--- config.mk ---
export PLATFORM = sky130hd
export DESIGN_NAME = pcrh_top
export DESIGN_NICKNAME = d
export VERILOG_FILES = /design/src/hdl/pcrh_resp_reg.v /design/src/hdl/pcrh_top.v
export VERILOG_INCLUDE_DIRS = /design/src /design/src/hdl
export SDC_FILE = /design/constraint.sdc
export NUM_CORES = 1
export LEC_CHECK = 0
export BUFFER_PORTS_ARGS = -buffer_cell sky130_fd_sc_hd__buf_2
export CAP_MARGIN = 20
export CORE_ASPECT_RATIO = 1.2
export CORE_MARGIN = 4
export CORE_UTILIZATION = 30
export DETAILED_ROUTE_END_ITERATION = 6
export PLACE_DENSITY = 0.54
export RECOVER_POWER = 100
export SLEW_MARGIN = 20
export SYNTH_ARGS = -nofsm -noshare
export SYNTH_HDL_FRONTEND = slang
export SYNTH_SLANG_ARGS = --single-unit
--- constraint.sdc ---
create_clock -name clk_sys_in -period 3.18 [get_ports clk_sys_in]
set_clock_uncertainty 0.1 [all_clocks]
set_input_delay 0 -clock clk_sys_in [delete_from_list [all_inputs] [get_ports clk_sys_in]]
set_output_delay 0 -clock clk_sys_in [all_outputs]
set_load 0.01 [all_outputs]
--- src/hdl/pcrh_map.vh ---
`ifndef PCRH_MAP_VH
`define PCRH_MAP_VH
// Identifier word fields
`define PCRH_PNU_MSB 10
`define PCRH_RSV_BIT 11
`define PCRH_ID_LSB 12
`define PCRH_ID_MSB 15
// Index word fields
`define PCRH_SUB_LSB 8
`define PCRH_SUB_MSB 15
`define PCRH_PAGE_LSB 0
`define PCRH_PAGE_MSB 7
`define PCRH_PAGE_BIT 7
`define PCRH_PAGE_OFS 16'd2000
`define PCRH_PNU_MIN 16'd1
`define PCRH_PNU_MAX 16'd61999
// Request IDs
`define PCRH_RQ_NONE 4'h0
`define PCRH_RQ_READ 4'h1
`define PCRH_RQ_WR_W 4'h2
`define PCRH_RQ_WR_D 4'h3
`define PCRH_RQ_DESC 4'h4
`define PCRH_RQ_FRD 4'h6
`define PCRH_RQ_FWR_W 4'h7
`define PCRH_RQ_FWR_D 4'h8
`define PCRH_RQ_FCNT 4'h9
`define PCRH_RQ_FSV_D 4'hb
`define PCRH_RQ_FSV_W 4'hc
`define PCRH_RQ_SV_D 4'hd
`define PCRH_RQ_SV_W 4'he
// Response IDs
`define PCRH_RS_NONE 4'h0
`define PCRH_RS_W 4'h1
`define PCRH_RS_D 4'h2
`define PCRH_RS_DESC 4'h3
`define PCRH_RS_FW 4'h4
`define PCRH_RS_FD 4'h5
`define PCRH_RS_FCNT 4'h6
`define PCRH_RS_ERR 4'h7
`define PCRH_RS_NOAUTH 4'h8
// Fault numbers
`define PCRH_F_NOPAR 16'h0000
`define PCRH_F_RO 16'h0001
`define PCRH_F_MINMAX 16'h0002
`define PCRH_F_SUB 16'h0003
`define PCRH_F_NOFLD 16'h0004
`define PCRH_F_TYPE 16'h0005
`define PCRH_F_RSTONLY 16'h0006
`define PCRH_F_DESCRO 16'h0007
`define PCRH_F_NOMST 16'h000b
`define PCRH_F_KEY 16'h000c
`define PCRH_F_STATE 16'h0011
`define PCRH_F_DEACT 16'h0065
`define PCRH_F_WIDTH 16'h0066
`define PCRH_F_VALUE 16'h0068
`define PCRH_F_UNSUP 16'h006a
`define PCRH_F_LIMMIN 16'h00c8
`define PCRH_F_LIMMAX 16'h00c9
`define PCRH_F_ACCESS 16'h00cc
// Store status codes returned by parameter back end
`define PCRH_ST_OK 4'h0
`define PCRH_ST_RO 4'h1
`define PCRH_ST_MINMAX 4'h2
`define PCRH_ST_RSTONLY 4'h3
`define PCRH_ST_KEY 4'h4
`define PCRH_ST_STATE 4'h5
`define PCRH_ST_DEACT 4'h6
`define PCRH_ST_VALUE 4'h7
`define PCRH_ST_LIMMIN 4'h8
`define PCRH_ST_LIMMAX 4'h9
`define PCRH_ST_ACCESS 4'ha
`define PCRH_ST_WIDTH 4'hb
`define PCRH_TRUE 1'b1
`define PCRH_FALSE 1'b0
`endif

--- src/hdl/pcrh_resp_reg.v ---
// =====================================
// Response word holding register
// =====================================
module pcrh_resp_reg #(
   parameter WIDTH = 16,
   parameter WORDS = 4
) (
   input wire clk_sys_in,                 // System clock
   input wire rstn_in,                    // Async reset, low
   input wire wr_en_in,                   // Load all words
   input wire [WIDTH*WORDS-1:0] wr_data_in, // Packed words
   output reg [WIDTH*WORDS-1:0] rd_data_out // Registered words
);
   always @(posedge clk_sys_in or negedge rstn_in) begin
      if (!rstn_in) begin
         rd_data_out <= {WIDTH*WORDS{1'b0}};
      end else if (wr_en_in) begin
         rd_data_out <= wr_data_in;
      end
   end
endmodule

--- src/hdl/pcrh_top.v ---
// Behaviour
// - Channel is four words: identifier, index, value high, value low.
// - Identifier word is always handled as sixteen bits.
// - Bits 0..10 carry parameter number low part; range 1..61999.
// - Numbers of 2000 and up get an offset chosen by index word.
// - Reserved bit 11 is always sent as zero.
// - Bits 12..15 carry request ID in, response ID out.
// - Read value answers 1 for word, 2 for double word.
// - Word change answers 1, double-word change answers 2.
// - Descriptive element request answers 3, element chosen by index.
// - Field read answers 4/5 by width; field changes answer 4 or 5.
// - Field element count request answers 6 with the count.
// - Save requests also store to EEPROM; answers 5, 4, 2, 1.
// - Unexecutable request answers 7 with fault in low value word.
// - Change without master control or change permission answers 8.
// - Faults 0 no parameter, 1 read-only, 2 min/max, 3 subindex.
// - Fault 4 field request on non-field, 5 word/dword mismatch.
// - Fault 6 reset-only setting, 7 descriptive element unchangeable.
// - Fault 11 change without master control, 12 keyword missing.
// - Fault 17 request incompatible with operating state.
// - Fault 101 parameter deactivated, 102 channel too small.
// - Fault 104 value not permitted, 106 unsupported request.
// - Faults 200/201 tightened limits, 204 insufficient access.
// - Word values in fourth word, third zero; dwords use third high.
// - Cyclic: subindex in index bits 8..15, page in bits 0..7.
// - Page bit set adds 2000 to the parameter number.
`include "pcrh_map.vh"
module pcrh_top #(
   parameter W = 16
) (
   input wire clk_sys_in,          // System clock
   input wire rstn_in,             // Async reset, low
   input wire tlg_valid_in,        // New telegram received, pulse
   input wire [W-1:0] rq_ident_in, // Request identifier word
   input wire [W-1:0] rq_index_in, // Request index word
   input wire [W-1:0] rq_high_in,  // Request value high word
   input wire [W-1:0] rq_low_in,   // Request value low word
   input wire acyclic_in,          // Page offset from upper index bits
   input wire master_ctl_in,       // Master control mode active
   input wire change_perm_in,      // Permission to change parameters
   output reg par_req_out,         // Parameter lookup strobe
   output reg [W-1:0] par_num_out, // Full parameter number
   output reg [7:0] par_sub_out,   // Subindex / element select
   input wire par_exists_in,       // Parameter exists
   input wire par_dword_in,        // Parameter is double word
   input wire par_field_in,        // Parameter is a field
   input wire [W-1:0] par_count_in, // Field element count
   input wire [W-1:0] par_rd_high_in, // Read value high
   input wire [W-1:0] par_rd_low_in,  // Read value low
   input wire [W-1:0] par_desc_in,    // Descriptive element
   input wire par_ack_in,          // Lookup answer valid
   output reg par_wr_out,          // Write strobe
   output reg par_save_out,        // Also store to EEPROM
   output reg [W-1:0] par_wr_high_out, // Write value high
   output reg [W-1:0] par_wr_low_out,  // Write value low
   input wire [3:0] par_wr_status_in,  // Write status code
   output wire [W-1:0] rs_ident_out, // Response identifier word
   output wire [W-1:0] rs_index_out, // Response index word
   output wire [W-1:0] rs_high_out,  // Response value high word
   output wire [W-1:0] rs_low_out,   // Response value low word
   output reg busy_out             // Request in progress
);
   // ==========================================
   // States
   // ==========================================
   localparam S_IDLE = 2'd0;
   localparam S_LOOK = 2'd1;
   localparam S_WRITE = 2'd2;
   localparam S_DONE = 2'd3;

   reg [1:0] state;
   reg [3:0] last_id;
   reg [3:0] cur_id;
   reg [W-1:0] cur_index;
   reg [W-1:0] cur_high;
   reg [W-1:0] cur_low;
   reg [10:0] cur_pnu;
   reg [3:0] rs_id;
   reg [W-1:0] rs_high;
   reg [W-1:0] rs_low;
   reg rs_load;
   wire [4*W-1:0] rs_packed;

   // ==========================================
   // Request field decode
   // ==========================================
   wire [3:0] in_id = rq_ident_in[`PCRH_ID_MSB:`PCRH_ID_LSB];
   // Acyclic swaps page and subindex bytes
   wire [7:0] page_byte = acyclic_in ?
      rq_index_in[`PCRH_SUB_MSB:`PCRH_SUB_LSB] :
      rq_index_in[`PCRH_PAGE_MSB:`PCRH_PAGE_LSB];
   wire [7:0] sub_byte = acyclic_in ?
      rq_index_in[`PCRH_PAGE_MSB:`PCRH_PAGE_LSB] :
      rq_index_in[`PCRH_SUB_MSB:`PCRH_SUB_LSB];
   wire page_set = page_byte[`PCRH_PAGE_BIT];
   wire [W-1:0] base_pnu = {5'h00, rq_ident_in[`PCRH_PNU_MSB:0]};
   wire [W-1:0] full_pnu = page_set ? base_pnu + `PCRH_PAGE_OFS :
      base_pnu;
   // Number zero refused before any lookup
   wire pnu_ok = (full_pnu >= `PCRH_PNU_MIN) &&
      (full_pnu <= `PCRH_PNU_MAX);

   // Request classes
   wire is_field = (cur_id == `PCRH_RQ_FRD) || (cur_id == `PCRH_RQ_FWR_W) ||
      (cur_id == `PCRH_RQ_FWR_D) || (cur_id == `PCRH_RQ_FSV_D) ||
      (cur_id == `PCRH_RQ_FSV_W);
   wire is_wr_w = (cur_id == `PCRH_RQ_WR_W) || (cur_id == `PCRH_RQ_SV_W) ||
      (cur_id == `PCRH_RQ_FWR_W) || (cur_id == `PCRH_RQ_FSV_W);
   wire is_wr_d = (cur_id == `PCRH_RQ_WR_D) || (cur_id == `PCRH_RQ_SV_D) ||
      (cur_id == `PCRH_RQ_FWR_D) || (cur_id == `PCRH_RQ_FSV_D);
   wire is_save = (cur_id == `PCRH_RQ_FSV_D) || (cur_id == `PCRH_RQ_FSV_W) ||
      (cur_id == `PCRH_RQ_SV_D) || (cur_id == `PCRH_RQ_SV_W);
   wire is_write = is_wr_w || is_wr_d;
   wire is_read = (cur_id == `PCRH_RQ_READ) || (cur_id == `PCRH_RQ_DESC) ||
      (cur_id == `PCRH_RQ_FRD) || (cur_id == `PCRH_RQ_FCNT);
   wire supported = is_read || is_write;
   wire cur_sub_nz = (par_sub_out != 8'h00);

   // ==========================================
   // Write status to fault number
   // ==========================================
   reg [W-1:0] st_fault;
   always @* begin
      case (par_wr_status_in)
         `PCRH_ST_RO: st_fault = `PCRH_F_RO;
         `PCRH_ST_MINMAX: st_fault = `PCRH_F_MINMAX;
         `PCRH_ST_RSTONLY: st_fault = `PCRH_F_RSTONLY;
         `PCRH_ST_KEY: st_fault = `PCRH_F_KEY;
         `PCRH_ST_STATE: st_fault = `PCRH_F_STATE;
         `PCRH_ST_DEACT: st_fault = `PCRH_F_DEACT;
         `PCRH_ST_WIDTH: st_fault = `PCRH_F_WIDTH;
         `PCRH_ST_VALUE: st_fault = `PCRH_F_VALUE;
         `PCRH_ST_LIMMIN: st_fault = `PCRH_F_LIMMIN;
         `PCRH_ST_LIMMAX: st_fault = `PCRH_F_LIMMAX;
         `PCRH_ST_ACCESS: st_fault = `PCRH_F_ACCESS;
         // Unknown store status reported as bad value
         default: st_fault = `PCRH_F_VALUE;
      endcase
   end

   // ==========================================
   // Sequencer
   // ==========================================
   always @(posedge clk_sys_in or negedge rstn_in) begin
      if (!rstn_in) begin
         state <= S_IDLE;
         last_id <= `PCRH_RQ_NONE;
         cur_id <= `PCRH_RQ_NONE;
         cur_index <= {W{1'b0}};
         cur_high <= {W{1'b0}};
         cur_low <= {W{1'b0}};
         cur_pnu <= 11'h000;
         par_req_out <= `PCRH_FALSE;
         par_num_out <= {W{1'b0}};
         par_sub_out <= 8'h00;
         par_wr_out <= `PCRH_FALSE;
         par_save_out <= `PCRH_FALSE;
         par_wr_high_out <= {W{1'b0}};
         par_wr_low_out <= {W{1'b0}};
         rs_id <= `PCRH_RS_NONE;
         rs_high <= {W{1'b0}};
         rs_low <= {W{1'b0}};
         rs_load <= `PCRH_FALSE;
         busy_out <= `PCRH_FALSE;
      end else begin
         par_req_out <= `PCRH_FALSE;
         par_wr_out <= `PCRH_FALSE;
         rs_load <= `PCRH_FALSE;
         case (state)
            S_IDLE: begin
               // Repeated request ID keeps last response
               if (tlg_valid_in && (in_id != last_id)) begin
                  last_id <= in_id;
                  cur_id <= in_id;
                  cur_index <= rq_index_in;
                  cur_high <= rq_high_in;
                  cur_low <= rq_low_in;
                  cur_pnu <= rq_ident_in[`PCRH_PNU_MSB:0];
                  par_num_out <= full_pnu;
                  par_sub_out <= sub_byte;
                  busy_out <= `PCRH_TRUE;
                  // Empty request answers at once, no lookup
                  if (in_id == `PCRH_RQ_NONE) begin
                     rs_id <= `PCRH_RS_NONE;
                     rs_high <= {W{1'b0}};
                     rs_low <= {W{1'b0}};
                     state <= S_DONE;
                  end else if (!pnu_ok) begin
                     rs_id <= `PCRH_RS_ERR;
                     rs_high <= {W{1'b0}};
                     rs_low <= `PCRH_F_NOPAR;
                     state <= S_DONE;
                  end else begin
                     par_req_out <= `PCRH_TRUE;
                     state <= S_LOOK;
                  end
               end
            end
            S_LOOK: begin
               if (par_ack_in) begin
                  state <= S_DONE;
                  rs_high <= {W{1'b0}};
                  rs_id <= `PCRH_RS_ERR;
                  // Checks in priority order; first failing one answers
                  if (!supported) begin
                     rs_low <= `PCRH_F_UNSUP;
                     rs_id <= `PCRH_RS_ERR;
                  end else if (!par_exists_in) begin
                     rs_low <= `PCRH_F_NOPAR;
                  end else if (is_write && (!master_ctl_in ||
                        !change_perm_in)) begin
                     rs_id <= `PCRH_RS_NOAUTH;
                     rs_low <= master_ctl_in ? `PCRH_F_ACCESS :
                        `PCRH_F_NOMST;
                  end else if (is_field && !par_field_in && cur_sub_nz) begin
                     rs_low <= `PCRH_F_NOFLD;
                  end else if (is_field && par_field_in &&
                        (par_sub_out >= par_count_in[7:0])) begin
                     rs_low <= `PCRH_F_SUB;
                  end else if ((is_wr_w && par_dword_in) ||
                        (is_wr_d && !par_dword_in)) begin
                     rs_low <= `PCRH_F_TYPE;
                  end else if (is_write) begin
                     par_wr_out <= `PCRH_TRUE;
                     par_save_out <= is_save;
                     par_wr_high_out <= is_wr_d ? cur_high :
                        {W{1'b0}};
                     par_wr_low_out <= cur_low;
                     state <= S_WRITE;
                  end else if (cur_id == `PCRH_RQ_DESC) begin
                     rs_id <= `PCRH_RS_DESC;
                     rs_low <= par_desc_in;
                  end else if (cur_id == `PCRH_RQ_FCNT) begin
                     rs_id <= `PCRH_RS_FCNT;
                     rs_low <= par_count_in;
                  end else begin
                     if (cur_id == `PCRH_RQ_FRD) begin
                        rs_id <= par_dword_in ? `PCRH_RS_FD :
                           `PCRH_RS_FW;
                     end else begin
                        rs_id <= par_dword_in ? `PCRH_RS_D :
                           `PCRH_RS_W;
                     end
                     rs_high <= par_dword_in ? par_rd_high_in :
                        {W{1'b0}};
                     rs_low <= par_rd_low_in;
                  end
               end
            end
            S_WRITE: begin
               if (par_ack_in) begin
                  state <= S_DONE;
                  // Positive answer echoes the stored value
                  if (par_wr_status_in == `PCRH_ST_OK) begin
                     if (is_field) begin
                        rs_id <= is_wr_d ? `PCRH_RS_FD :
                           `PCRH_RS_FW;
                     end else begin
                        rs_id <= is_wr_d ? `PCRH_RS_D :
                           `PCRH_RS_W;
                     end
                     rs_high <= is_wr_d ? cur_high : {W{1'b0}};
                     rs_low <= cur_low;
                  end else begin
                     rs_id <= `PCRH_RS_ERR;
                     rs_high <= {W{1'b0}};
                     rs_low <= st_fault;
                  end
               end
            end
            default: begin
               // Busy falls one cycle before the response loads
               rs_load <= `PCRH_TRUE;
               busy_out <= `PCRH_FALSE;
               state <= S_IDLE;
            end
         endcase
      end
   end

   // ==========================================
   // Response words
   // ==========================================
   // Reserved bit forced zero; index echoed
   wire [W-1:0] rs_ident = {rs_id, 1'b0, cur_pnu};
   pcrh_resp_reg #(
      .WIDTH(W),
      .WORDS(4)
   ) u_resp (
      .clk_sys_in(clk_sys_in),
      .rstn_in(rstn_in),
      .wr_en_in(rs_load),
      .wr_data_in({rs_ident, cur_index, rs_high, rs_low}),
      .rd_data_out(rs_packed)
   );
   assign rs_ident_out = rs_packed[4*W-1:3*W];
   assign rs_index_out = rs_packed[3*W-1:2*W];
   assign rs_high_out = rs_packed[2*W-1:W];
   assign rs_low_out = rs_packed[W-1:0];
endmodule

* Word-level counts from Yosys, hierarchy flattened
Memory sizes are Yosys's and may differ from the RTL's.
Cells that the tools add are included.
Widths: inputs -> output; s select.
** Storage, ports and cells
- Input port bits :: 142
- ROM bits :: 128
- Word-level logic and storage cells :: 181
- Output and inout bits :: 124
- Memories :: 1
- Bits in registers :: 225
** Operators by class
- Add/sub/neg operators :: 1
- Bitwise operators :: 5
- Reduce and logical (&&, ||, !) cells :: 46
- Mux-type cells :: 86
- $lt $le $gt $ge :: 3
- Eq/ne operators :: 20
** Memory list
- (no name shown) :: depth 16, width 8, read ports 1, clocked after Yosys merged registers in 0, wr ports 0, RTL line pcrh_top.v:124 : case (par_wr_status_in)
** Operator list (count)
- $mux 16 :: 29
- $pmux 16 s3 :: 2
- $mux 4 :: 9
- $eq 4x4->1 const B :: 6
- $mux 1 :: 24
- $mux 3 :: 8
- $mux 8 :: 3
- $logic_or 1x1->1 :: 20
- $le 12x16->1 const B :: 1
- $mux 2 :: 7
- $add 11x11->12 const B :: 1
- $eq 4x3->1 const B :: 3
- $ge 12x1->1 const B :: 1
- $mux 12 :: 1
- $pmux 4 s3 :: 1
- $logic_and 1x1->1 :: 9
- $reduce_and 9->1 :: 1
- $eq 4x2->1 const B :: 2
- $ge 8x8->1 :: 1
- $logic_not 4->1 :: 2
- $ne 8x8->1 const B :: 1
- $reduce_bool 8->1 :: 1
- $ne 2x2->1 const B :: 3
- $pmux 2 s3 :: 1
- 16 further kinds :: 24

* Depth between registers and ports, before layout
Gate-level depths: netlist of the first run.
- Word-level depth :: 14
- Gate-level depth with buffers :: 11
- Depth with buffers taken out :: 9

* Cells and area by module
A second synthesis of the first run with hierarchy kept.
** Second synthesis, totals
- Cell total of the unflattened synthesis :: 869
- Area, all modules :: 10824.1 um^2
** Modules (own cells, without submodules)
- pcrh_top :: area an instance 8145.3 um^2, cells each 734, times used 1, seq. area each 3853.7 um^2
- pcrh_resp_reg :: area an instance 2678.8 um^2, cells each 135, times used 1, seq. area each 1601.5 um^2

* Least setup slack after synthesis of the first run
OpenSTA, ideal clock, no wires.
- Path type :: register to register
- From :: reg par_sub_out[0]
- To :: reg rs_high[10]
- Arrival time :: 2534 ps
- Library setup time :: 66 ps
- Buffers on the path :: 1
- Data required time :: 3014 ps
- Cell stages (with the launch flop) :: 10
- Period minus slack after synthesis :: 2700 ps
- Path slack :: 480 ps
- Cell sequence :: dfrtp_1 > inv_1 > ha_1 > nand2b_1 > a2111oi_2 > o21ai_0 > and2_1 > nor4_4 > buf_4 > a221o_1
** Between the ends
- Longest elaborated chain between the ends :: 9
- Elaborated cells on any way between the ends :: 11
- Those cells by class :: order compare (1); mux (7); reduce/logical (3)
** RTL lines
- start, declared :: RTL line pcrh_top.v:43 : output reg [7:0] par_sub_out,
- start signal, assigned :: RTL line pcrh_top.v:180 : par_sub_out <= sub_byte;
- $ge 8x8->1 :: RTL line pcrh_top.v:218 : (par_sub_out >= par_count_in[7:0])) begin
- $logic_and 1x1->1 :: RTL line pcrh_top.v:217 : end else if (is_field && par_field_in &&
- $mux 16 :: RTL line pcrh_top.v:217
- $mux 16 (*) :: RTL line pcrh_top.v:215 : end else if (is_field && !par_field_in && cur_sub_nz) begin
- $mux 16 (*) :: RTL line pcrh_top.v:210 : end else if (is_write && (!master_ctl_in ||
- $mux 16 (*) :: RTL line pcrh_top.v:208 : end else if (!par_exists_in) begin
- $mux 16 (*) :: RTL line pcrh_top.v:205 : if (!supported) begin
- $mux 16 (*) :: RTL line pcrh_top.v:200 : if (par_ack_in) begin
- $pmux 16 s3 (*) :: RTL line pcrh_top.v:169 : case (state)
- end signal, assigned :: RTL line pcrh_top.v:185 : rs_high <= {W{1'b0}};
- end signal, assigned :: RTL line pcrh_top.v:190 : rs_high <= {W{1'b0}};
- end signal, assigned :: RTL line pcrh_top.v:202 : rs_high <= {W{1'b0}};
- end, declared :: RTL line pcrh_top.v:79 : reg [W-1:0] rs_high;
Every way passes the cells marked *; elsewhere a longest branch is shown, timed or not. The select of a mux whose other input is x is not followed.
A chain may end at the register's enable or synchronous reset.

* Worst setup path in the final report of the first run
- From :: reg cur_id[0]
- To :: reg par_wr_low_out[15]
** Between the ends
- Longest elaborated chain between the ends :: 9
- Elaborated cells on any way between the ends :: 40
- Those cells by class :: eq/ne (12); bitwise (4); reduce/logical (24)
** RTL lines
- start, declared :: RTL line pcrh_top.v:73 : reg [3:0] cur_id;
- start signal, assigned :: RTL line pcrh_top.v:148 : cur_id <= `PCRH_RQ_NONE;
- start signal, assigned :: RTL line pcrh_top.v:174 : cur_id <= in_id;
- $eq 4x3->1 (no source line)
- $logic_or 1x1->1 (4 in a row) :: RTL line pcrh_top.v:104 : wire is_field = (cur_id == `PCRH_RQ_FRD) || (cur_id == `PCRH_RQ_FWR_W) ||
- $logic_and 1x1->1, on equally long branches (2 in a row) :: RTL line pcrh_top.v:217, pcrh_top.v:215
- $not 1->1 (no source line)
- $reduce_and 9->1 (no source line) (*)
- end signal, assigned :: RTL line pcrh_top.v:159 : par_wr_low_out <= {W{1'b0}};
- end signal, assigned :: RTL line pcrh_top.v:228 : par_wr_low_out <= cur_low;
- end, declared :: RTL line pcrh_top.v:55 : output reg [W-1:0] par_wr_low_out,
Every way passes the cells marked *; elsewhere a longest branch is shown, timed or not.

==> results of run 1 <==
## sequential cells by signal, summed over array words and instances (netlist names)
register	count
u_resp.rd_data_out	63
cur_high	16
cur_index	16
cur_low	16
par_wr_high_out	16
par_wr_low_out	16
rs_high	16
rs_low	16
cur_pnu	11
par_num_out	8
par_sub_out	8
cur_id	4
rs_id	4
state	2
busy_out	1
par_req_out	1
par_save_out	1
par_wr_out	1
rs_load	1
## power groups by stage
stage | clock network (mW) | logic [mW] | registers, mW
final | 3.01 | 5.15 | 4.72
after global routing | 3.25 | 5.70 | 4.89
after CTS | 3.14 | 5.49 | 4.72
after detailed placement | 0 | 5.32 | 4.76
after global placement | 0 | 5.27 | 4.71
after floorplan | 0 | 3.28 | 4.73
## kinds of logic (layout without fill, tap and decap cells)
logic type	count (synthesis)	count (layout)	synth area share, %
AO/OA/AOI/OAI	148	148	10.33
XOR/XNOR	12	12	1.004
adder cells (fa/ha/maj)	20	20	2.391
buffers and inverters	96	487	4.328
flip-flops	217	217	51.89
multiplexers	187	187	20.17
other	1	7	0.03583
AND/OR/NAND/NOR	184	184	9.852
## worst reg2reg max path, cell delays in order (launching register included)
cell      delay [ns]
dfrtp_1         0.59
clkbuf_1        0.18
nor2b_1         0.10
a311o_1         0.40
or3_1           0.55
nor2_8          0.22
nand3_4         0.13
buf_4           0.22
mux2_1          0.33
## cell usage after synthesis, types with 18 or more instances
| master | n | area, um^2 |
|---|---|---|
| clkbuf_1 | 18 | 67.56 |
| a22o_1 | 23 | 201.4 |
| inv_1 | 39 | 146.4 |
| dfrtp_1 | 217 | 5430 |
| nand2_1 | 58 | 217.7 |
| ha_1 | 20 | 250.2 |
| nor2_1 | 36 | 135.1 |
| mux2_2 | 133 | 1498 |
| o21ai_0 | 35 | 175.2 |
| a21oi_1 | 28 | 140.1 |
| nor2b_1 | 19 | 118.9 |
| mux2i_1 | 41 | 410.4 |
## final cells by class
cell class / count / share of cell area [%]
clock buffers: 33 / 4.980
flip-flops and latches: 217 / 38.32
diodes: 2 / 0.03532
inverters: 40 / 1.060
multi-input cells: 556 / 32.37
well taps: 456 / 4.027
repair buffers: 404 / 18.15
clock inverters: 10 / 1.060
## worst max path at each step
| stage | start | endpoint | slack, ns | cells after the start |
|---|---|---|---|---|
| after global placement | par_sub_out[0] | rs_low[4] | 0.30 | 9 |
| after CTS | cur_id[3] | rs_low[12] | 0.04 | 7 |
| after detailed placement | cur_id[3] | par_wr_low_out[1] | 0.29 | 8 |
| final | cur_id[0] | par_wr_low_out[15] | 0.25 | 8 |
| after floorplan | par_sub_out[0] | rs_high[10] | 0.48 | 9 |
| after global routing | rstn_in | cur_high[14] | 0.04 | 4 |
## metal layers
metal,up-vias,wire length (um)
li1,3870,-
met1,3997,12610
met2,199,15620
met3,52,1886
met4,6,850
met5,-,25
## layout by cell type, fill, tap and decap left out, types with 8 or more instances in the layout
cell,Yosys,layout
inv_1,39,39
o21ai_0,35,35
mux2i_1,41,41
clkbuf_16,0,25
a221o_1,16,16
dlygate4sd3_1,0,109
buf_4,13,23
buf_2,17,139
dfrtp_1,217,217
nor2b_1,19,20
a22o_1,23,23
ha_1,20,20
clkbuf_1,18,125
mux2_2,133,133
nor2_1,36,36
nor3_1,9,8
a21oi_1,28,28
mux2_1,0,11
nand2_1,58,58
## through the flow
stage	worst slack, ns	cell area (um^2)
2_1_floorplan	0.4798	10480
3_3_place_gp	0.2990	12460
3_5_place_dp	0.2872	12460
4_1_cts	0.03661	14420
5_1_grt	0.04248	14170
6_report	0.2487	14170
## what timing repair did
action | CTS | global route
endpoints found under the hold margin | 230 | 0
resized for setup | 0 | 1
setup endpoints to repair | 0 | 4
hold buffers | 110 | 0
==> flow_metrics.env, run 1 <==
export IMPL_port_buffers=259
export IMPL_cts_tree="done"
export IMPL_rsz0062_at_grt="no"
export IMPL_slowest_stage="dfrtp_1"
export IMPL_p_leak_nw=6.570
export IMPL_synth_distinct_cells=76
export IMPL_hold_worst_slack_ns=-0.005925
export IMPL_crit_chain="clkbuf_1 -> nor2b_1 -> a311o_1 -> or3_1 -> nor2_8 -> nand3_4 -> buf_4 -> mux2_1"
export IMPL_cp_max_fo=13
export IMPL_clockBufferDepth=3
export IMPL_period_needed_ns=2.931
export IMPL_synth_avg_cell_area_um2=12.10
export IMPL_yosys_warnings=0
export IMPL_clockRootBuffer="clkbuf_16"
export IMPL_pin_count=266
export IMPL_syn_area_um2=10470
export IMPL_ant_nets=0
export IMPL_dp_cells=1563
export IMPL_die_area_um2=37950
export IMPL_fmax_ghz=0.3411
export IMPL_syn_inst=865
export IMPL_synth_seq_cells=217
export IMPL_busiest_layer="met2"
export IMPL_clockPowerShare_pct=23.4
export IMPL_die_w_um=178.5
export IMPL_routabilityCongestion=0.8516
export IMPL_grt_max_degree=74
export IMPL_row_count=74
export IMPL_path_buf_inv=2
export IMPL_reg2reg_to="par_wr_low_out[15]"
export IMPL_fill_cells=3339
export IMPL_vdd_drop_max_mv=0.4730
export IMPL_total_power_mw=12.88
export IMPL_drc=0
export IMPL_r2r_slack_ns=0.25
export IMPL_power_internal_mw=8.121
export IMPL_coreArea_um2=34260
export IMPL_synth_top_flop_cell="dfrtp_1"
export IMPL_crit_path_start_kind="flop"
export IMPL_instances_no_fill=1718
export IMPL_critical_path_top_delay_family="simple AND/OR/NAND/NOR gates"
export IMPL_post_route_period_util_pct=92.18
export IMPL_rr_startpoint="cur_id[0]"
export IMPL_finalWirelength_mm=30.99
export IMPL_grt_pass1_vias=8593
export IMPL_cts_buffers=25
export IMPL_cp_arrival_ns=3.23
export IMPL_finalHoldViolations=1
export IMPL_slew_viol_final=111
export IMPL_yosysSeqAreaShare_pct=51.89
export IMPL_met1_usage_pct=19.85
export IMPL_setup_tns_ns=0
export IMPL_vias_per_cell=4.729
export IMPL_met2_usage_pct=28.35
export IMPL_grt_overflow_total=0
export IMPL_post_drt_wl_per_cell_um=18.04
export IMPL_violations="negative hold slack, max-capacitance violations, max-slew violations"
export IMPL_relSlewSlack_pct=-34.40
export IMPL_cts_sinks=217
export IMPL_post_cts_buffers=0
export IMPL_path_class="reg -> reg"
export IMPL_insertion_delay_ns=0.53
export IMPL_whs_path_depth=5
export IMPL_required_ns=3.48
export IMPL_min_delay_path_class="in -> reg"
export IMPL_nets=1406
export IMPL_p_sw_mw=4.759
export IMPL_grt_usage_pct=16.26
export IMPL_multi_input_area_um2=4587
export IMPL_drt_iter0_drc=352
export IMPL_hp_start="par_rd_low_in[11]"
export IMPL_dr_pass1_iters=4
export IMPL_setup_viol=0
export IMPL_start_util_pct=30.55
export IMPL_grt_util_met3_pct=3.521
export IMPL_worstRegToRegCells=8
export IMPL_drive_gt1_share_pct=29.05
export IMPL_p_per_area_nw_per_um2=908.9
export IMPL_worstSetupEndpointType="flop"
export IMPL_cpPeakStageDelay_ns=0.59
export IMPL_switching_share_pct=36.95
export IMPL_clk_pin_slew_ns=0.06
export IMPL_worst_slew_pin_slew_ns=2.016
export IMPL_htree_levels=1
export IMPL_seq_area_um2=5430
export IMPL_p_comb_share_pct=40.0
export IMPL_cap_violations=2
export IMPL_synth_edf_count=0
export IMPL_syn_to_final_growth_pct=35.40
export IMPL_dp_hpwl_mm=22.19
export IMPL_die_h_um=212.6
export IMPL_status="complete, but fails checks"
export IMPL_synth_async_sr_flop_share_pct=100.0
export IMPL_grt_pass1_wl_mm=48.58
export IMPL_via_count=8124
export IMPL_p_seq_share_pct=36.6
export IMPL_antenna_found_initial=5
export IMPL_utilization_pct=41.36
export IMPL_hold_end="rs_low[11]"
Note: power is estimated with default switching activity, not from simulation.
==> run 2: changes to the inputs <==
--- a/config.mk
+++ b/config.mk
@@ -9,3 +9,3 @@
 export BUFFER_PORTS_ARGS = -buffer_cell sky130_fd_sc_hd__buf_2
-export CAP_MARGIN = 20
+export CAP_MARGIN = 5
 export CORE_ASPECT_RATIO = 1.2
==> constraint.sdc (replaced) <==
create_clock -name clk_sys_in -period 3.18 [get_ports clk_sys_in]
set_clock_uncertainty 0.1 [all_clocks]
set_input_delay 0.477 -clock clk_sys_in [delete_from_list [all_inputs] [get_ports clk_sys_in]]
set_output_delay 0.477 -clock clk_sys_in [all_outputs]
set_load 0.01 [all_outputs]
==> flow_metrics.env, run 2 (same netlist as run 1, synthesis figures left out) <==
export IMPL_hold_end="rs_high[15]"
export IMPL_relSlewSlack_pct=-35.87
export IMPL_clockPowerShare_pct=22.8
export IMPL_fmax_ghz=0.3364
export IMPL_dr_pass1_iters=4
export IMPL_cpPeakStageDelay_ns=0.55
export IMPL_setup_viol=0
export IMPL_cp_arrival_ns=3.34
export IMPL_p_leak_nw=6.081
export IMPL_finalHoldViolations=0
export IMPL_grt_pass1_wl_mm=46.50
export IMPL_die_w_um=178.5
export IMPL_min_delay_path_class="in -> reg"
export IMPL_p_sw_mw=4.686
export IMPL_worstSetupEndpointType="flop"
export IMPL_slew_viol_final=104
export IMPL_rsz0062_at_grt="no"
export IMPL_cp_max_fo=16
export IMPL_clockRootBuffer="clkbuf_16"
export IMPL_power_internal_mw=7.778
export IMPL_drc=0
export IMPL_switching_share_pct=37.59
export IMPL_drive_gt1_share_pct=31.28
export IMPL_ant_nets=0
export IMPL_post_drt_wl_per_cell_um=18.58
export IMPL_dp_cells=1561
export IMPL_post_route_period_util_pct=93.47
export IMPL_whs_path_depth=2
export IMPL_htree_levels=1
export IMPL_crit_path_start_kind="flop"
export IMPL_final_common_cell="dfrtp_1"
export IMPL_port_buffers=259
export IMPL_cts_tree="done"
export IMPL_worst_slew_pin_slew_ns=2.038
export IMPL_via_count=7634
export IMPL_row_count=74
export IMPL_critical_path_top_delay_family="compound AO/OA/AOI/OAI gates"
export IMPL_coreArea_um2=34260
export IMPL_rr_startpoint="par_sub_out[0]"
export IMPL_crit_chain="inv_1 -> ha_1 -> nand2b_1 -> a2111oi_2 -> o21ai_0 -> and2_0 -> nor4_2 -> buf_12 -> a221o_1"
export IMPL_clk_pin_slew_ns=0.06
export IMPL_regMostFlops="u_resp.rd_data_out"
export IMPL_r2r_slack_ns=0.21
export IMPL_hp_start="par_rd_high_in[15]"
export IMPL_instances_no_fill=1612
export IMPL_largest_register_ffs=63
export IMPL_hold_worst_slack_ns=0.07512
export IMPL_p_per_area_nw_per_um2=957.0
export IMPL_start_util_pct=30.55
export IMPL_grt_pass1_vias=8176
export IMPL_clockBufferDepth=3
export IMPL_fill_cells=3476
export IMPL_total_power_mw=12.46
export IMPL_die_h_um=212.6
export IMPL_cts_buffers=25
export IMPL_path_buf_inv=2
export IMPL_drt_iter0_drc=362
export IMPL_grt_max_degree=72
export IMPL_slowest_stage="a2111oi_2"
export IMPL_syn_to_final_growth_pct=24.45
export IMPL_violations="max-capacitance violations, max-slew violations"
export IMPL_reg2reg_to="rs_high[4]"
export IMPL_worstRegToRegCells=9
export IMPL_post_cts_buffers=0
export IMPL_grt_usage_pct=15.71
export IMPL_crit_path_start="par_sub_out[0]"
export IMPL_vdd_drop_max_mv=0.4827
export IMPL_status="complete, but fails checks"
export IMPL_required_ns=3.54
export IMPL_die_area_um2=37950
export IMPL_grt_overflow_total=0
export IMPL_period_needed_ns=2.972
export IMPL_pin_count=266
export IMPL_routabilityCongestion=0.8603
export IMPL_finalWirelength_mm=29.95
export IMPL_p_seq_share_pct=38.1
export IMPL_antenna_found_initial=11
export IMPL_path_class="reg -> reg"
export IMPL_p_comb_share_pct=39.1
export IMPL_insertion_delay_ns=0.53
export IMPL_cap_violations=2
export IMPL_setup_tns_ns=0
export IMPL_vias_per_cell=4.736
export IMPL_nets=1295
export IMPL_dp_hpwl_mm=22.04
export IMPL_cts_sinks=217
export IMPL_layout_common_cells="dfrtp_1 (217), buf_2 (139), mux2_2 (133)"
run 2: changes by cell type in the layout (fill, tap and decap cells not counted), sizes merged:
| cell | delta |
|---|---|
| dlygate4sd3 | -108 |
| clkbuf | +4 |
| buf | -3 |
| diode | +3 |
| bufinv | -2 |
| clkinv | -2 |
| clkinvlp | +1 |
| inv | +1 |
run 2: worst max path at each step:
stage	slack, ns	to	cells past startpoint
CTS	0.21	rs_low[15]	8
finish	0.21	rs_high[4]	9
detailed placement	0.12	rs_low[15]	8
floorplan	0.48	rs_high[10]	9
global route	0.05	rs_low[4]	8
global placement	0.14	rs_low[15]	8
run 2: layout make-up:
type                            count  area, um^2  share of cell area [%]
Timing Repair Buffer              293        1476                   11.34
Clock buffer                       37       710.7                   5.457
Antenna cell                        5       12.51                 0.09607
Clock inverter                      8       96.34                  0.7397
Multi-Input combinational cell    556        4577                   35.14
Sequential cell                   217        5430                   41.69
Inverter                           40       150.1                   1.153
Tap cell                          456       570.5                   4.381
run 2: metrics by stage:
stage / setup WS, ns / cell area, um^2 / util (%)
after CTS: 0.2144 / 13250 / 38.69
after floorplan: 0.4798 / 10480 / -
after global placement: 0.1415 / 12440 / 36.30
after global routing: 0.04540 / 13020 / 38.01
final: 0.2076 / 13020 / 38.02
after detailed placement: 0.1156 / 12440 / 36.30
run 2: timing repair:
item / CTS / global route
resized for setup: 0 / 0
setup endpoints to repair: 0 / 0
hold buffers: 1 / 0
hold endpoints to repair: 64 / 0
run 2: power groups by stage:
stage	Sequential, mW	Combinational, mW	Clock, mW
2_1_floorplan	4.73	3.28	0
3_3_place_gp	4.76	5.17	0
3_5_place_dp	4.79	5.23	0
4_1_cts	4.75	5.25	2.97
5_1_grt	4.92	5.42	3.09
6_report	4.74	4.87	2.85
run 2: metal layers:
layer | vias up | global-route usage (%) | routed length (um)
met4 | 10 | 4.951 | 827
met3 | 54 | 4.357 | 2113
met1 | 3711 | 18.91 | 12060
li1 | 3656 | - | -
met2 | 203 | 27.24 | 14900
met5 | - | 0 | 53
==> run 3: changes to the inputs <==
CORE_UTILIZATION = 50   (was 30)
PLACE_DENSITY = 0.8   (was 0.54)
==> flow_metrics.env, run 3 (same netlist as run 1, synthesis figures left out) <==
export IMPL_clockPowerShare_pct=22.1
export IMPL_clockBufferDepth=3
export IMPL_nets=1284
export IMPL_vias_per_cell=5.522
export IMPL_post_cts_buffers=0
export IMPL_post_route_period_util_pct=93.47
export IMPL_path_buf_inv=1
export IMPL_finalHoldViolations=0
export IMPL_instances_no_fill=1407
export IMPL_cts_tree="done"
export IMPL_fill_cells=1718
export IMPL_path_class="reg -> reg"
export IMPL_cpPeakStageDelay_ns=0.65
export IMPL_p_per_area_nw_per_um2=962.2
export IMPL_crit_path_start_kind="flop"
export IMPL_grt_pass1_vias=8071
export IMPL_final_common_cell="dfrtp_1"
export IMPL_htree_levels=1
export IMPL_switching_share_pct=37.42
export IMPL_setup_viol=0
export IMPL_worstSetupEndpointType="flop"
export IMPL_dp_cells=1360
export IMPL_pin_count=266
export IMPL_drc=0
export IMPL_period_needed_ns=2.972
export IMPL_port_buffers=259
export IMPL_layout_common_cells="dfrtp_1 (216), buf_2 (139), mux2_2 (132), clkbuf_1 (132), nand2_1 (57)"
export IMPL_violations="max-capacitance violations, max-slew violations"
export IMPL_dp_hpwl_mm=18.80
export IMPL_p_leak_nw=5.986
export IMPL_grt_overflow_total=0
export IMPL_p_sw_mw=4.536
export IMPL_dr_pass1_iters=5
export IMPL_total_power_mw=12.12
export IMPL_post_cts_resized=0
export IMPL_cp_arrival_ns=3.32
export IMPL_setup_tns_ns=0
export IMPL_cts_hold_buf=1
export IMPL_drt_iter0_drc=421
export IMPL_min_delay_path_class="in -> reg"
export IMPL_syn_to_final_growth_pct=20.41
export IMPL_fmax_ghz=0.3364
export IMPL_post_drt_wl_per_cell_um=18.86
export IMPL_rsz0062_at_grt="no"
export IMPL_fin_area_um2=12600
export IMPL_row_count=57
export IMPL_relSlewSlack_pct=-9.913
export IMPL_regMostFlops="u_resp.rd_data_out"
export IMPL_status="complete, but fails checks"
export IMPL_utilization_pct=61.78
export IMPL_grt_pass1_wl_mm=42.85
export IMPL_grt_usage_pct=22.33
export IMPL_start_util_pct=51.31
export IMPL_finalWirelength_mm=26.54
export IMPL_crit_chain="or3b_1 -> nand3_2 -> inv_2 -> nor4_4 -> nor3_4 -> a211oi_4 -> a22o_1"
export IMPL_cts_buffers=24
export IMPL_slew_viol_final=64
export IMPL_worst_slew_pin_slew_ns=1.649
export IMPL_cp_max_fo=19
export IMPL_clk_pin_slew_ns=0.06
export IMPL_p_comb_share_pct=38.6
export IMPL_routabilityCongestion=0.9718
export IMPL_ant_nets=0
export IMPL_place_area_um2=12080
export IMPL_vdd_drop_max_mv=0.6104
export IMPL_largest_register_ffs=63
export IMPL_critical_path_top_delay_family="simple AND/OR/NAND/NOR gates"
export IMPL_clockRootBuffer="clkbuf_16"
export IMPL_die_h_um=166.5
export IMPL_insertion_delay_ns=0.51
export IMPL_die_w_um=140.1
export IMPL_power_internal_mw=7.588
export IMPL_via_count=7770
export IMPL_die_area_um2=23320
export IMPL_drive_gt1_share_pct=30.38
export IMPL_p_seq_share_pct=39.3
export IMPL_coreArea_um2=20400
export IMPL_grt_max_degree=88
export IMPL_cap_violations=1
export IMPL_antenna_found_initial=4
export IMPL_slowest_stage="dfrtp_1"
export IMPL_required_ns=3.53
export IMPL_cts_sinks=217
-- run 3: stage by stage --
stage	setup WS, ns	hold slack, ns
6_report	0.2076	0.09605
5_1_grt	0.03766	0.08633
4_1_cts	0.1992	0.08125
3_5_place_dp	0.1764	0.3716
3_3_place_gp	0.2188	0.3586
2_1_floorplan	0.4798	0.08141
-- run 3: final cells by class --
type	count	area, um^2	area share [%]
Tap cell	265	331.6	2.631
Clock buffer	37	710.7	5.640
Inverter	40	150.1	1.192
Multi-Input combinational cell	556	4572	36.28
Timing Repair Buffer	283	1343	10.65
Clock inverter	6	55.05	0.4369
Sequential cell	217	5431	43.10
Antenna cell	3	7.507	0.05958
-- run 3: worst paths after layout --
kind | slack [ns] | depth (start not counted) | start | endpoint
worst max-delay path | 0.21 | 7 | cur_id[3] | rs_low[15]
worst min-delay path | 0.1 | 2 | rq_low_in[4] | cur_low[4]
worst max register to register | 0.21 | 7 | cur_id[3] | rs_low[15]
worst min register to register | 0.38 | 2 | par_num_out[5] | par_num_out[5]
max in group asynchronous | 0.72 | 3 | rstn_in | rs_low[8]
min in group asynchronous | 0.48 | 2 | rstn_in | u_resp.rd_data_out[22]
-- run 3: power groups by stage --
stage | registers [mW] | logic [mW] | clock network [mW]
after global placement | 4.74 | 4.85 | 0
after detailed placement | 4.80 | 4.96 | 0
final | 4.77 | 4.68 | 2.68
after floorplan | 4.73 | 3.28 | 0
after global routing | 4.94 | 5.16 | 2.87
after CTS | 4.77 | 4.99 | 2.75
-- run 3: per-layer routing --
metal	part of all wire [%]	vias up	track usage (%)
met1	40	3836	27.37
met3	7.4	48	5.564
li1	-	3622	-
met4	2.4	2	6.911
met5	0.026	-	0
met2	50	262	38.87
